--- src/rtl/drive_seq_defines.svh ---
// Purpose: Constants of the start/stop sequencer: offsets, fields, resets, timing
// Assumes: 250 MHz core clock, timers counted in 10 ms ticks
// Notes:   Frequencies in 0.01 Hz, currents in percent, times in 0.01 s or 0.1 s
// Operation
// - Direct start: zero brake time starts at start frequency, else brake first.
// - Start mode 0 direct, 1 speed tracking, 2 pre-excitation; tracking finds speed first.
// - Pre-excitation with zero time starts at once, else excites for that time.
// - Output stays at start frequency for start hold time before accelerating.
// - Start frequency ignores lower limit; target below it keeps drive in standby.
// - Start hold is skipped when switching forward/reverse.
// - Start hold is outside ramp timing but inside sequential program run time.
// - Start DC braking only in direct start, current 0-100 %, zero time disables.
// - Tracking search starts at last frequency, zero, or maximum for 0, 1, 2.
// - Tracking rate 1-100 default 20 and search current default 125 % passed on.
// - Stop mode 0 ramps frequency down and stops at zero.
// - Stop mode 1 cuts output at once and lets the motor coast.
// - At braking frequency: output off for wait, then DC brake; zero time cancels.
// - Stop DC braking current is relative to motor rated current.
// - At stop frequency output holds for stop hold time, then blocks.
// - Power-loss restart 0 with run held starts after self-check plus wait.
// - Power-loss restart 1 needs the run command dropped and given again.
// - Set below lower limit: 0 runs at limit, 1 stops, 2 runs at zero.
// - Set below start frequency: 0 does not start, 1 runs at zero speed.
// - Run direction 1 inverts the commanded rotation, 0 keeps it.
// - Reverse prohibit 1 refuses reverse running.
// - Direction change holds 0 Hz for dead time before ramping the other way.
`ifndef DRIVE_SEQ_DEFINES_SVH
`define DRIVE_SEQ_DEFINES_SVH

// ****************************
// Register offsets
// ****************************
`define REG_MODES      8'h00
`define REG_START      8'h04
`define REG_BRAKE      8'h08
`define REG_STOP_FREQS 8'h0c
`define REG_STOP_TIMES 8'h10
`define REG_RESTART    8'h14
`define REG_STATUS     8'h18
`define REG_COUNT      3'h6

// ****************************
// Field positions
// ****************************
`define F_START_MODE     1:0
`define F_TRACK_MODE     3:2
`define F_STOP_MODE      4
`define F_PWR_RESTART    5
`define F_BELOW_LOWER    7:6
`define F_BELOW_START    8
`define F_DIR_INVERT     9
`define F_REV_PROHIBIT   10
`define F_TRACK_RATE     17:11
`define F_TRACK_CURRENT  25:18
`define F_START_FREQ     15:0
`define F_START_HOLD     31:16
`define F_START_BRK_CUR  6:0
`define F_STOP_BRK_CUR   13:7
`define F_START_BRK_TIME 25:16
`define F_STOP_BRK_FREQ  15:0
`define F_STOP_FREQ      31:16
`define F_STOP_BRK_WAIT  9:0
`define F_STOP_BRK_TIME  19:10
`define F_STOP_HOLD      29:20
`define F_PWR_WAIT       9:0
`define F_DEAD_TIME      24:10

// ****************************
// Reset values
// ****************************
`define RST_MODES      32'h01f4a100
`define RST_START      32'h00000032
`define RST_BRAKE      32'h00000000
`define RST_STOP_FREQS 32'h00320000
`define RST_STOP_TIMES 32'h00000000
`define RST_RESTART    32'h00000000

// ****************************
// Timing
// ****************************
`define CORE_CLK_MHZ    250
`define TICK_PERIOD_MS  10
`define TICK_CYCLES     (`TICK_PERIOD_MS * `CORE_CLK_MHZ * 1000)
`define TICKS_PER_TENTH (100 / `TICK_PERIOD_MS)

`endif

--- src/rtl/drive_seq_pkg.sv ---
// Purpose: Types of the start/stop sequencer
// Assumes: Constants come from drive_seq_defines.svh
// Notes:   State codes step by one bit in the order they are listed
`default_nettype none

package drive_seq_pkg;

  typedef enum logic [3:0] {
    ST_IDLE        = 4'h0,
    ST_START_HOLD  = 4'h1,
    ST_RUN         = 4'h3,
    ST_DEC         = 4'h2,
    ST_STOP_HOLD   = 4'h6,
    ST_STOP_WAIT   = 4'h7,
    ST_STOP_BRAKE  = 4'h5,
    ST_DEAD_ZONE   = 4'h4,
    ST_START_BRAKE = 4'hc,
    ST_EXCITE      = 4'hd,
    ST_TRACK       = 4'hf,
    ST_RESTART     = 4'he
  } seq_state_t;

  typedef struct packed {
    logic        out_en;
    logic [15:0] freq_cmd;
    logic        ramp_en;
    logic        dc_brake;
    logic        pre_excite;
    logic [7:0]  current_pct;
    logic        cur_motor_ref;
    logic        track_active;
    logic [15:0] track_init_freq;
    logic [6:0]  track_rate;
    logic [7:0]  track_current;
    logic        rotate_rev;
    logic        prog_time_en;
  } drive_cmd_t;

  typedef struct packed {
    seq_state_t       state;
    logic [5:0][31:0] cfg;
    logic [31:0]      rdata;
    logic [21:0]      div;
    logic             tick;
    logic [19:0]      timer;
    logic [15:0]      hold_freq;
    logic [15:0]      last_freq;
    logic             dir;
    logic             rev_pend;
    logic             boot;
    logic             block;
    logic             run_s1;
    logic             run_s2;
    logic             rev_s1;
    logic             rev_s2;
    logic             pok_s1;
    logic             pok_s2;
    drive_cmd_t       drv;
  } seq_regs_t;

endpackage

`default_nettype wire

--- src/rtl/drive_start_stop_sequencer.sv ---
// Purpose: Start/stop sequencing of a variable-frequency drive
// Assumes: Ramp generator, tracking estimator and power stage sit outside
// Notes:   Run, reverse and power-good arrive from pins and are synchronised
`include "drive_seq_defines.svh"
`default_nettype none

module drive_start_stop_sequencer #(
  parameter int TICK_CYCLES = `TICK_CYCLES
) (
  input  wire logic                     CORE_CLK,
  input  wire logic                     RESET,
  input  wire logic [7:0]               REG_ADDR,
  input  wire logic [31:0]              REG_WDATA,
  input  wire logic                     REG_WR,
  input  wire logic                     REG_RD,
  output var  logic [31:0]              REG_RDATA,
  input  wire logic                     RUN_CMD,
  input  wire logic                     REV_CMD,
  input  wire logic                     POWER_OK,
  input  wire logic [15:0]              SET_FREQ,
  input  wire logic [15:0]              LOWER_LIMIT,
  input  wire logic [15:0]              MAX_FREQ,
  input  wire logic [15:0]              RAMP_FREQ,
  input  wire logic                     TRACK_DONE,
  output var  drive_seq_pkg::drive_cmd_t DRIVE
);

  drive_seq_pkg::seq_regs_t s;
  drive_seq_pkg::seq_regs_t n;
  logic [2:0]               wr_idx;
  logic [2:0]               rd_idx;
  logic                     below_lower;
  logic                     stop_by_lower;
  logic                     zero_by_lower;
  logic [15:0]              lower_tgt;
  logic                     below_start;
  logic                     go;
  logic [15:0]              tgt;
  logic                     rev_refused;
  logic                     run_ok;
  logic                     hold_bypass;

  // ****************************
  // Helpers
  // ****************************
  function automatic logic [2:0] reg_index(input logic [7:0] a);
    if (a[1:0] != 2'h0 || a[7:5] != 3'h0 || a[4:2] == 3'h7) begin
      return 3'h7;
    end
    return a[4:2];
  endfunction

  function automatic logic [19:0] tenths(input logic [14:0] v);
    return 20'(32'(v) * `TICKS_PER_TENTH);
  endfunction

  function automatic logic [19:0] phase_ticks(input drive_seq_pkg::seq_state_t st,
                                              input logic [5:0][31:0] c);
    case (st)
      drive_seq_pkg::ST_START_BRAKE: return tenths(15'(c[2][`F_START_BRK_TIME]));
      drive_seq_pkg::ST_EXCITE:      return tenths(15'(c[2][`F_START_BRK_TIME]));
      drive_seq_pkg::ST_START_HOLD:  return 20'(c[1][`F_START_HOLD]);
      drive_seq_pkg::ST_STOP_WAIT:   return tenths(15'(c[4][`F_STOP_BRK_WAIT]));
      drive_seq_pkg::ST_STOP_BRAKE:  return tenths(15'(c[4][`F_STOP_BRK_TIME]));
      drive_seq_pkg::ST_STOP_HOLD:   return tenths(15'(c[4][`F_STOP_HOLD]));
      drive_seq_pkg::ST_DEAD_ZONE:   return tenths(c[5][`F_DEAD_TIME]);
      drive_seq_pkg::ST_RESTART:     return tenths(15'(c[5][`F_PWR_WAIT]));
      default:                       return 20'h0;
    endcase
  endfunction

  // ****************************
  // Frequency qualification
  // ****************************
  assign wr_idx        = reg_index(REG_ADDR);
  assign rd_idx        = reg_index(REG_ADDR);
  assign below_lower   = SET_FREQ < LOWER_LIMIT;
  assign stop_by_lower = below_lower && s.cfg[0][`F_BELOW_LOWER] == 2'h1;
  assign zero_by_lower = below_lower && s.cfg[0][`F_BELOW_LOWER] != 2'h0;
  assign lower_tgt     = !below_lower ? SET_FREQ :
                         (s.cfg[0][`F_BELOW_LOWER] == 2'h0 ? LOWER_LIMIT : 16'h0);
  assign below_start   = !zero_by_lower && lower_tgt < s.cfg[1][`F_START_FREQ];
  assign go            = !stop_by_lower && !(below_start && !s.cfg[0][`F_BELOW_START]);
  assign tgt           = below_start ? 16'h0 : lower_tgt;
  assign rev_refused   = s.rev_s2 && s.cfg[0][`F_REV_PROHIBIT];
  assign run_ok        = s.run_s2 && !s.boot && !s.block && !rev_refused;
  assign hold_bypass   = s.cfg[1][`F_START_HOLD] == 16'h0 || tgt == 16'h0;

  // ****************************
  // Next state
  // ****************************
  always_comb begin
    drive_seq_pkg::seq_state_t start_st;
    drive_seq_pkg::seq_state_t hold_st;
    hold_st  = hold_bypass ? drive_seq_pkg::ST_RUN : drive_seq_pkg::ST_START_HOLD;
    start_st = hold_st;
    n        = s;
    n.rdata  = 32'h0;
    n.tick   = 1'b0;
    n.run_s1 = RUN_CMD;
    n.run_s2 = s.run_s1;
    n.rev_s1 = REV_CMD;
    n.rev_s2 = s.rev_s1;
    n.pok_s1 = POWER_OK;
    n.pok_s2 = s.pok_s1;
    // Single timebase for every interval
    if (s.div == 22'(TICK_CYCLES - 1)) begin
      n.div  = 22'h0;
      n.tick = 1'b1;
    end else begin
      n.div = s.div + 22'h1;
    end
    if (s.tick && s.timer != 20'h0) begin
      n.timer = s.timer - 20'h1;
    end
    // Register port
    if (REG_WR && wr_idx < `REG_COUNT) begin
      n.cfg[wr_idx] = REG_WDATA;
    end
    if (REG_RD) begin
      if (rd_idx < `REG_COUNT) begin
        n.rdata = s.cfg[rd_idx];
      end else if (rd_idx == `REG_COUNT) begin
        n.rdata = {24'h0, s.state, s.dir, s.drv.out_en, s.boot, s.block};
      end
    end
    // Start path choice
    case (s.cfg[0][`F_START_MODE])
      2'h0: begin
        start_st = (s.cfg[2][`F_START_BRK_TIME] != 10'h0) ?
                   drive_seq_pkg::ST_START_BRAKE : hold_st;
      end
      2'h1: begin
        start_st = drive_seq_pkg::ST_TRACK;
      end
      2'h2: begin
        start_st = (s.cfg[2][`F_START_BRK_TIME] != 10'h0) ?
                   drive_seq_pkg::ST_EXCITE : hold_st;
      end
      default: begin
        start_st = hold_st;
      end
    endcase
    // Power-on behaviour
    if (s.block && !s.run_s2) begin
      n.block = 1'b0;
    end
    case (s.state)
      drive_seq_pkg::ST_IDLE: begin
        if (s.boot && s.pok_s2) begin
          n.boot = 1'b0;
          if (s.run_s2 && !s.cfg[0][`F_PWR_RESTART]) begin
            n.state = drive_seq_pkg::ST_RESTART;
          end else if (s.run_s2) begin
            n.block = 1'b1;
          end
        end else if (run_ok && go) begin
          n.dir   = s.rev_s2;
          n.state = start_st;
        end
      end
      drive_seq_pkg::ST_RESTART: begin
        if (!s.run_s2) begin
          n.state = drive_seq_pkg::ST_IDLE;
        end else if (s.timer == 20'h0 && run_ok && go) begin
          n.dir   = s.rev_s2;
          n.state = start_st;
        end
      end
      drive_seq_pkg::ST_START_BRAKE, drive_seq_pkg::ST_EXCITE: begin
        if (!run_ok) begin
          n.state = drive_seq_pkg::ST_IDLE;
        end else if (s.timer == 20'h0) begin
          n.state = hold_st;
        end
      end
      drive_seq_pkg::ST_TRACK: begin
        if (!run_ok) begin
          n.state = drive_seq_pkg::ST_IDLE;
        end else if (TRACK_DONE) begin
          n.state = drive_seq_pkg::ST_RUN;
        end
      end
      drive_seq_pkg::ST_START_HOLD: begin
        if (!run_ok) begin
          n.state = drive_seq_pkg::ST_IDLE;
        end else if (s.timer == 20'h0) begin
          n.state = drive_seq_pkg::ST_RUN;
        end
      end
      drive_seq_pkg::ST_RUN: begin
        if (!run_ok || !go) begin
          n.state = s.cfg[0][`F_STOP_MODE] ? drive_seq_pkg::ST_IDLE
                                           : drive_seq_pkg::ST_DEC;
        end else if (s.rev_s2 != s.dir) begin
          n.rev_pend = 1'b1;
          n.state    = drive_seq_pkg::ST_DEC;
        end
      end
      drive_seq_pkg::ST_DEC: begin
        if (s.rev_pend && run_ok && go) begin
          if (RAMP_FREQ == 16'h0) begin
            if (s.cfg[5][`F_DEAD_TIME] != 15'h0) begin
              n.state = drive_seq_pkg::ST_DEAD_ZONE;
            end else begin
              n.dir      = s.rev_s2;
              n.rev_pend = 1'b0;
              n.state    = drive_seq_pkg::ST_RUN;
            end
          end
        end else if (run_ok && go) begin
          n.state = drive_seq_pkg::ST_RUN;
        end else begin
          n.rev_pend = 1'b0;
          if (s.cfg[4][`F_STOP_BRK_TIME] != 10'h0 &&
              RAMP_FREQ <= s.cfg[3][`F_STOP_BRK_FREQ]) begin
            n.state = drive_seq_pkg::ST_STOP_WAIT;
          end else if (RAMP_FREQ <= s.cfg[3][`F_STOP_FREQ]) begin
            n.state = drive_seq_pkg::ST_STOP_HOLD;
          end else if (RAMP_FREQ == 16'h0) begin
            n.state = drive_seq_pkg::ST_IDLE;
          end
        end
      end
      drive_seq_pkg::ST_DEAD_ZONE: begin
        if (!run_ok || !go) begin
          n.rev_pend = 1'b0;
          n.state    = drive_seq_pkg::ST_IDLE;
        end else if (s.timer == 20'h0) begin
          n.dir      = s.rev_s2;
          n.rev_pend = 1'b0;
          n.state    = drive_seq_pkg::ST_RUN;
        end
      end
      drive_seq_pkg::ST_STOP_WAIT: begin
        if (s.timer == 20'h0) begin
          n.state = drive_seq_pkg::ST_STOP_BRAKE;
        end
      end
      drive_seq_pkg::ST_STOP_BRAKE, drive_seq_pkg::ST_STOP_HOLD: begin
        if (s.timer == 20'h0) begin
          n.state = drive_seq_pkg::ST_IDLE;
        end
      end
      default: begin
        n.state = drive_seq_pkg::ST_IDLE;
      end
    endcase
    // Phase entry samples its duration and held frequency
    if (n.state != s.state) begin
      n.timer = phase_ticks(n.state, s.cfg);
      n.hold_freq = (n.state == drive_seq_pkg::ST_STOP_HOLD) ? s.cfg[3][`F_STOP_FREQ]
                                                           : s.cfg[1][`F_START_FREQ];
    end
    if (s.state == drive_seq_pkg::ST_RUN || s.state == drive_seq_pkg::ST_DEC) begin
      n.last_freq = RAMP_FREQ;
    end
    // Drive command
    n.drv               = '0;
    n.drv.track_rate    = s.cfg[0][`F_TRACK_RATE];
    n.drv.track_current = s.cfg[0][`F_TRACK_CURRENT];
    n.drv.rotate_rev    = n.dir ^ s.cfg[0][`F_DIR_INVERT];
    case (n.state)
      drive_seq_pkg::ST_START_BRAKE: begin
        n.drv.out_en      = 1'b1;
        n.drv.dc_brake    = 1'b1;
        n.drv.current_pct = {1'b0, s.cfg[2][`F_START_BRK_CUR]};
      end
      drive_seq_pkg::ST_EXCITE: begin
        n.drv.out_en      = 1'b1;
        n.drv.pre_excite  = 1'b1;
        n.drv.current_pct = {1'b0, s.cfg[2][`F_START_BRK_CUR]};
      end
      drive_seq_pkg::ST_TRACK: begin
        n.drv.out_en       = 1'b1;
        n.drv.track_active = 1'b1;
        n.drv.current_pct  = s.cfg[0][`F_TRACK_CURRENT];
        case (s.cfg[0][`F_TRACK_MODE])
          2'h0:    n.drv.track_init_freq = s.last_freq;
          2'h1:    n.drv.track_init_freq = 16'h0;
          default: n.drv.track_init_freq = MAX_FREQ;
        endcase
      end
      drive_seq_pkg::ST_START_HOLD: begin
        n.drv.out_en       = 1'b1;
        n.drv.freq_cmd     = n.hold_freq;
        n.drv.prog_time_en = 1'b1;
      end
      drive_seq_pkg::ST_RUN: begin
        n.drv.out_en       = 1'b1;
        n.drv.freq_cmd     = tgt;
        n.drv.ramp_en      = 1'b1;
        n.drv.prog_time_en = 1'b1;
      end
      drive_seq_pkg::ST_DEC: begin
        n.drv.out_en  = 1'b1;
        n.drv.ramp_en = 1'b1;
      end
      drive_seq_pkg::ST_DEAD_ZONE: begin
        n.drv.out_en = 1'b1;
      end
      drive_seq_pkg::ST_STOP_HOLD: begin
        n.drv.out_en   = 1'b1;
        n.drv.freq_cmd = n.hold_freq;
      end
      drive_seq_pkg::ST_STOP_BRAKE: begin
        n.drv.out_en        = 1'b1;
        n.drv.dc_brake      = 1'b1;
        n.drv.cur_motor_ref = 1'b1;
        n.drv.current_pct   = {1'b0, s.cfg[2][`F_STOP_BRK_CUR]};
      end
      default: begin
        n.drv.out_en = 1'b0;
      end
    endcase
  end

  // ****************************
  // State register
  // ****************************
  always_ff @(posedge CORE_CLK) begin
    if (RESET) begin
      s        <= '0;
      s.cfg[0] <= `RST_MODES;
      s.cfg[1] <= `RST_START;
      s.cfg[2] <= `RST_BRAKE;
      s.cfg[3] <= `RST_STOP_FREQS;
      s.cfg[4] <= `RST_STOP_TIMES;
      s.cfg[5] <= `RST_RESTART;
      s.boot   <= 1'b1;
    end else begin
      s <= n;
    end
  end

  assign REG_RDATA = s.rdata;
  assign DRIVE     = s.drv;
endmodule

`default_nettype wire

--- config.mk ---
export PLATFORM = sky130hd
export DESIGN_NAME = drive_start_stop_sequencer
export DESIGN_NICKNAME = d
export VERILOG_FILES = /design/src/rtl/drive_seq_pkg.sv /design/src/rtl/drive_start_stop_sequencer.sv
export VERILOG_INCLUDE_DIRS = /design/src /design/src/rtl
export SDC_FILE = /design/constraint.sdc
export NUM_CORES = 1
export LEC_CHECK = 0
export ABC_AREA = 1
export CORE_AREA = 2 2 193 195
export CTS_CLUSTER_DIAMETER = 30
export DETAILED_ROUTE_END_ITERATION = 8
export DIE_AREA = 0 0 195 197
export DONT_BUFFER_PORTS = 1
export PLACE_DENSITY_LB_ADDON = 0.3
export RECOVER_POWER = 25
export SYNTH_ARGS = -nofsm -noshare
export SYNTH_HDL_FRONTEND = slang
export SYNTH_SLANG_ARGS = --single-unit
--- constraint.sdc ---
create_clock -name CORE_CLK -period 8.55 [get_ports CORE_CLK]
set_input_delay 1.71 -clock CORE_CLK [delete_from_list [all_inputs] [get_ports CORE_CLK]]
set_output_delay 1.71 -clock CORE_CLK [all_outputs]
set_load 0.01 [all_outputs]
# After elaboration in Yosys (flattened, before gate mapping)
# Cells that the tools add are included.
# totals
regBits	376
in_bits	112
output_inout_bits	95
elab_cells	236
# classes
multipliers	6
reduce_logical	67
n_eq_ne	37
add_sub_neg	2
n_mux	78
n_bitwise	3
order_cmp	7
# ops
operator	n
$bwmux W192	1
$pmux W19 S7	1
$bmux W32 S3	1
$demux W32 S3	1
$mux W32	3
$mux W4	24
$mul A10 B3 Y13 const B	5
$mux W16	4
$pmux W16 S2	2
$logic_not A16 Y1	3
$pmux W4 S10	1
$mux W36	1
$eq A4 B3 Y1 const B	8
$eq A4 B4 Y1 const B	8
$le A16 B16 Y1	2
$lt A16 B16 Y1	2
$mux W1	24
$pmux W8 S3	1
$add A22 B1 Y22 const B	1
$eq A22 B22 Y1 const B	1
$logic_and A1 B1 Y1	21
$logic_not A20 Y1	1
$mux W20	1
$reduce_bool A10 Y1	2
35 further kinds	81

# Logic depth before layout (Yosys ltp)
# logic_depth
ltp_word	19
depth_mapped	42
mapped_depth_nobuf	39

# Worst setup path before layout
# No wires, ideal clock.
# synth_timing
path_type	input port to flip-flop
from	in LOWER_LIMIT[5]
to	reg s[122] (netlist bit)
setup_time_ns	0.117
required_ns	8.433
arrival_time_ns	5.749
cell_stages	35
setup_slack_ns	2.684
n_path_buf	2
path_cell_list	inv_1 > ha_1 > a21oi_1 > nor2_1 > nor3_1 > nand2_1 > nand2_2 > nand2_2 > clkbuf_1 > o31ai_1 > ha_1 > a21oi_1 > nor2_1 > a211oi_1 > o221a_2 > o21ai_0 > inv_1 > nand3_2 > nand2_4 > inv_2 > nand2_1 > nor2_1 > nor3b_2 > nand2_1 > nor2_4 > inv_4 > nand2_1 > nand2_1 > nor2_2 > nand3_4 > inv_4 > nand2_1 > buf_2 > o21ai_0 > nor2_1
# synth_between
elab_chain_len	17
word_cells_on_any_way	48
cone_classes	order compare: 2; eq/ne: 9; mux: 20; reduce/logical: 17
# synth_lines
item	line_no	text
start: declaration	drive_start_stop_sequencer.sv:21	input wire logic [15:0] LOWER_LIMIT,
$lt A16 B16 Y1 / $mux W16 (equally long branches)	drive_start_stop_sequencer.sv:77, drive_start_stop_sequencer.sv:81	
$mux W16 / $logic_and A1 B1 Y1 (equally long branches)	drive_start_stop_sequencer.sv:80, drive_start_stop_sequencer.sv:79	
$lt A16 B16 Y1 / $logic_not A1 Y1 (equally long branches)	drive_start_stop_sequencer.sv:82	assign below_start = !zero_by_lower && lower_tgt < s.cfg[1][`F_START_FREQ];
$logic_and A1 B1 Y1	drive_start_stop_sequencer.sv:82	
$mux W16	drive_start_stop_sequencer.sv:84	assign tgt = below_start ? 16'h0 : lower_tgt;
$logic_not A16 Y1	drive_start_stop_sequencer.sv:87	assign hold_bypass = s.cfg[1][`F_START_HOLD] == 16'h0 || tgt == 16'h0;
$logic_or A1 B1 Y1	drive_start_stop_sequencer.sv:87	
$mux W2	drive_start_stop_sequencer.sv:95	hold_st = hold_bypass ? drive_seq_pkg::ST_RUN : drive_seq_pkg::ST_START_HOLD;
$mux W4 (on tied branches)	drive_start_stop_sequencer.sv:137, drive_start_stop_sequencer.sv:130	
$pmux W4 S3	drive_start_stop_sequencer.sv:128	case (s.cfg[0][`F_START_MODE])
$mux W4 (on tied branches)	drive_start_stop_sequencer.sv:165, drive_start_stop_sequencer.sv:157	
$mux W4 (on tied branches)	drive_start_stop_sequencer.sv:163, drive_start_stop_sequencer.sv:150	
$pmux W4 S10 *	drive_start_stop_sequencer.sv:148	case (s.state)
$eq A4 B4 Y1	drive_start_stop_sequencer.sv:59	case (st)
$reduce_or A2 Y1 (no line)	n/a	
$pmux W19 S7	drive_start_stop_sequencer.sv:59	
$mux W36	drive_start_stop_sequencer.sv:250	if (n.state != s.state) begin
end signal: assignment	drive_start_stop_sequencer.sv:332	s <= n;
end: declaration	drive_start_stop_sequencer.sv:28	drive_seq_pkg::seq_regs_t s;
# Mark *: on every way between the ends. The rest lies on a longest branch, timed or not.
# A chain may end at the register's enable or synchronous reset.

# Final worst setup path
# layout_timing
from	in LOWER_LIMIT[15]
to	reg s[109] (netlist bit)
# The elaborated chain is that of the path after synthesis.

==> run metrics <==
run status=finished with violations; violations in the final reports=capacitance limit, slew limit; Row Count=70; Avg Cell Area, Syn=7.145 µm²; worst reg2reg endpoint=s[109]; Worst-Skew Late Latency=0.63 ns; Global Route Usage Sum=39.17%; initial DRC count=2362; dominant cell type by count on the critical path=nand2_1; type of the worst min-delay path=register to register; count of endpoints failing setup in the final report=0; proportion of power drawn by flip-flops and latches=32.4%; worst slew pin tran=3.206 ns; drt total wl=76930 µm; adder-cell share of the synthesized area=10.36%; worst-case hold slack=0.4010 ns; RSZ-0062 raised after global routing=false; number of I/O pins=207; simple-gate portion of the synthesized area=20.87%; pre-CTS WS=1.034 ns; first-pass GRT wire length=115400 µm; Pwr Total=5.858 mW; die outline width=195 µm; CTS Hold Buffers Added=0; share of synthesized area spent on multiplexers=0%; post-CTS setup repair buffer count=0; first drt pass iteration count=8; drt wl/cell=22.19 µm; overall via count from detail_route=21410; core area=36260 µm²; Total Negative Setup Slacks=0 ns; final global-route overflow total=0; fraction of power spent switching nets=28.99%; half-perimeter wire length of the detailed placement result=55880 µm; most used flip-flop cell after synthesis=dfxtp_1; min-delay src=n[67]; largest fanout on the critical path=40; Cell Int Power=4.160 mW; combinational cell fraction of total power=12.7%; switching power=1.698 mW; EDFF count, synth=0; deepest clock path buffer count=3; root buffer cell=clkbuf_16; full die area=38420 µm²; Hold Path Sink=s[67]; placed instance count=3321; pin count of the biggest net entering global routing=177; minimum setup slack in the final design=1.420 ns; largest family of logic cells by synthesized area=simple AND/OR/NAND/NOR gates; power density over the cells=241.7 nW/µm²; Post-synth ARST share=0%; count of state elements after synthesis=376; # nets final=3225; skew final=0.03378 ns; fmax=140.3 MHz; cts repair resizes=0; synthesized netlist net count=3359; Placed Area=21440 µm²; Initial Util=60.48%; antenna violations before repair=0; CTS tree=built; max-slew violation count=235; clock slew seen by the registers of the worst setup and hold paths=0.04 ns; TritonCTS sink count=376; headroom to the max-slew limit=-113.7%; worst-case register-to-register setup slack=2.87 ns; hold violation total from the final report=0; number of warning messages in the yosys log=0; via density per instance=6.174; element type at the critical path start=primary input; worst setup path class=primary input to register; startpoint of the most critical register-to-register path=s[186]; depth of the worst register-to-register path=29; worst setup path startpoint=LOWER_LIMIT[15]; Synth-to-Final Area Change=10.53%; highest-delay cell along the critical path=o31ai_1; number of max-capacitance violations reported=2; Antenna Diode Count=0; weighted congestion at the end of routability-driven global placement=1.032; final standard cell area without fillers=24240 µm²; number of remaining DRC errors=0; clock network fraction of design power=54.8%; non-filler cells in the finished layout=3467; endpoint required time on the critical path=9.06 ns; leakage component of the power=10.47 nW; fraction of final layout cells sized beyond drive strength 1=6.969%; delay of the slowest cell on the worst path=0.58 ns; Util after Layout=66.84%; count of antenna-violating nets left after detailed routing=0; Synth Area in Compound Gates=19.80%; sequential-to-total area share from yosys stat=34.33%; most common cell after layout, fill and taps aside=nand2_1; cell count after synthesis=3069; top library cells by usage in the layout, fill and taps aside=nand2_1 (427), inv_1 (385), dfxtp_1 (376); number of buffers inserted by port buffering=0; critical path capture point type=register; cell area after synthesis=21930 µm²; minimum clock period=7.130 ns; Die Ht=197 µm; data arrival at the endpoint of the critical path=7.64 ns; number of buffers inserted during clock tree synthesis=80; xor/xnor cell area share of the yosys netlist=1.997%; htree depth=3; vias in the first global route=20130; number of cells on the worst hold path=2; number of distinct standard cells referenced by the synthesized netlist=61; IR Drop Worst-Case VDD=220.3 µV; post-route fraction of the period consumed by the critical path=83.39%
[worst max-delay path by stage]
stage               slack (ns)  depth (start not counted)  endpoint
floorplan                 2.68                         35    s[122]
global placement          1.13                         34    s[116]
detailed placement        1.03                         33    s[116]
CTS                       1.64                         36    s[105]
global route              0.78                         35    s[118]
finish                    1.42                         33    s[109]
[worst max-delay path, delay by kind of cell]
kind	cells	cell delay, ns
buffers and inverters	4	0.65
AND/OR/NAND/NOR	17	2.58
adder cells (fa/ha/maj)	2	0.66
AO/OA/AOI/OAI	10	2.03
[synth_stat cells, types with 13 or more instances]
cell type / count / area [µm²]
o22ai_1: 22 / 137.6
nor3_1: 31 / 155.2
a22oi_1: 28 / 210.2
clkbuf_1: 112 / 420.4
xor2_1: 35 / 306.5
nand2_1: 427 / 1603
nor4_1: 24 / 150.1
a21oi_1: 286 / 1431
o21bai_1: 13 / 97.59
inv_1: 385 / 1445
o21ai_0: 273 / 1366
o31ai_1: 22 / 165.2
a41oi_1: 13 / 113.9
xnor2_1: 15 / 131.4
o211ai_1: 48 / 360.4
ha_1: 172 / 2152
buf_4: 99 / 743.2
dfxtp_1: 376 / 7527
nand4_1: 55 / 344.1
nand3_1: 128 / 640.6
buf_2: 16 / 80.08
o21ai_1: 15 / 75.07
nor2_1: 359 / 1348
[routing by layer]
metal | part of all wire, % | up-vias | GRT usage (%)
met5 | 0 | - | 0
met1 | 38 | 9891 | 48.57
met2 | 44 | 1300 | 62.38
li1 | - | 9939 | -
met4 | 5.7 | 0 | 21.74
met3 | 12 | 276 | 9.993
[final cells by class]
type	count	area (µm²)
clock buffer	90	2120
multi-input combinational	2062	11670
clock inverter	56	696.9
tap	468	585.6
timing repair buffer	20	147.6
fill	3132	12020
sequential	376	7527
inverter	395	1489
[power by group through the flow]
| stage | registers [mW] | logic (mW) | clock network, mW |
|---|---|---|---|
| 2_1_floorplan | 1.91 | 0.582 | 0 |
| 4_1_cts | 1.90 | 0.730 | 3.21 |
| 3_5_place_dp | 1.93 | 0.722 | 0 |
| 3_3_place_gp | 1.93 | 0.701 | 0 |
| 6_report | 1.90 | 0.746 | 3.21 |
| 5_1_grt | 1.91 | 0.836 | 3.30 |
[sequential cells by signal, indices dropped and copies added, names as in the netlist]
register and flops:
s 263, DRIVE 63, REG_RDATA 32, n 18
[cells by family after synthesis]
group	count (synthesis)
simple gates	1067
compound gates	767
buf+inv	631
flops	376
fa+ha+maj	178
xor+xnor	50
Note: power is estimated with default switching activity, not from simulation.
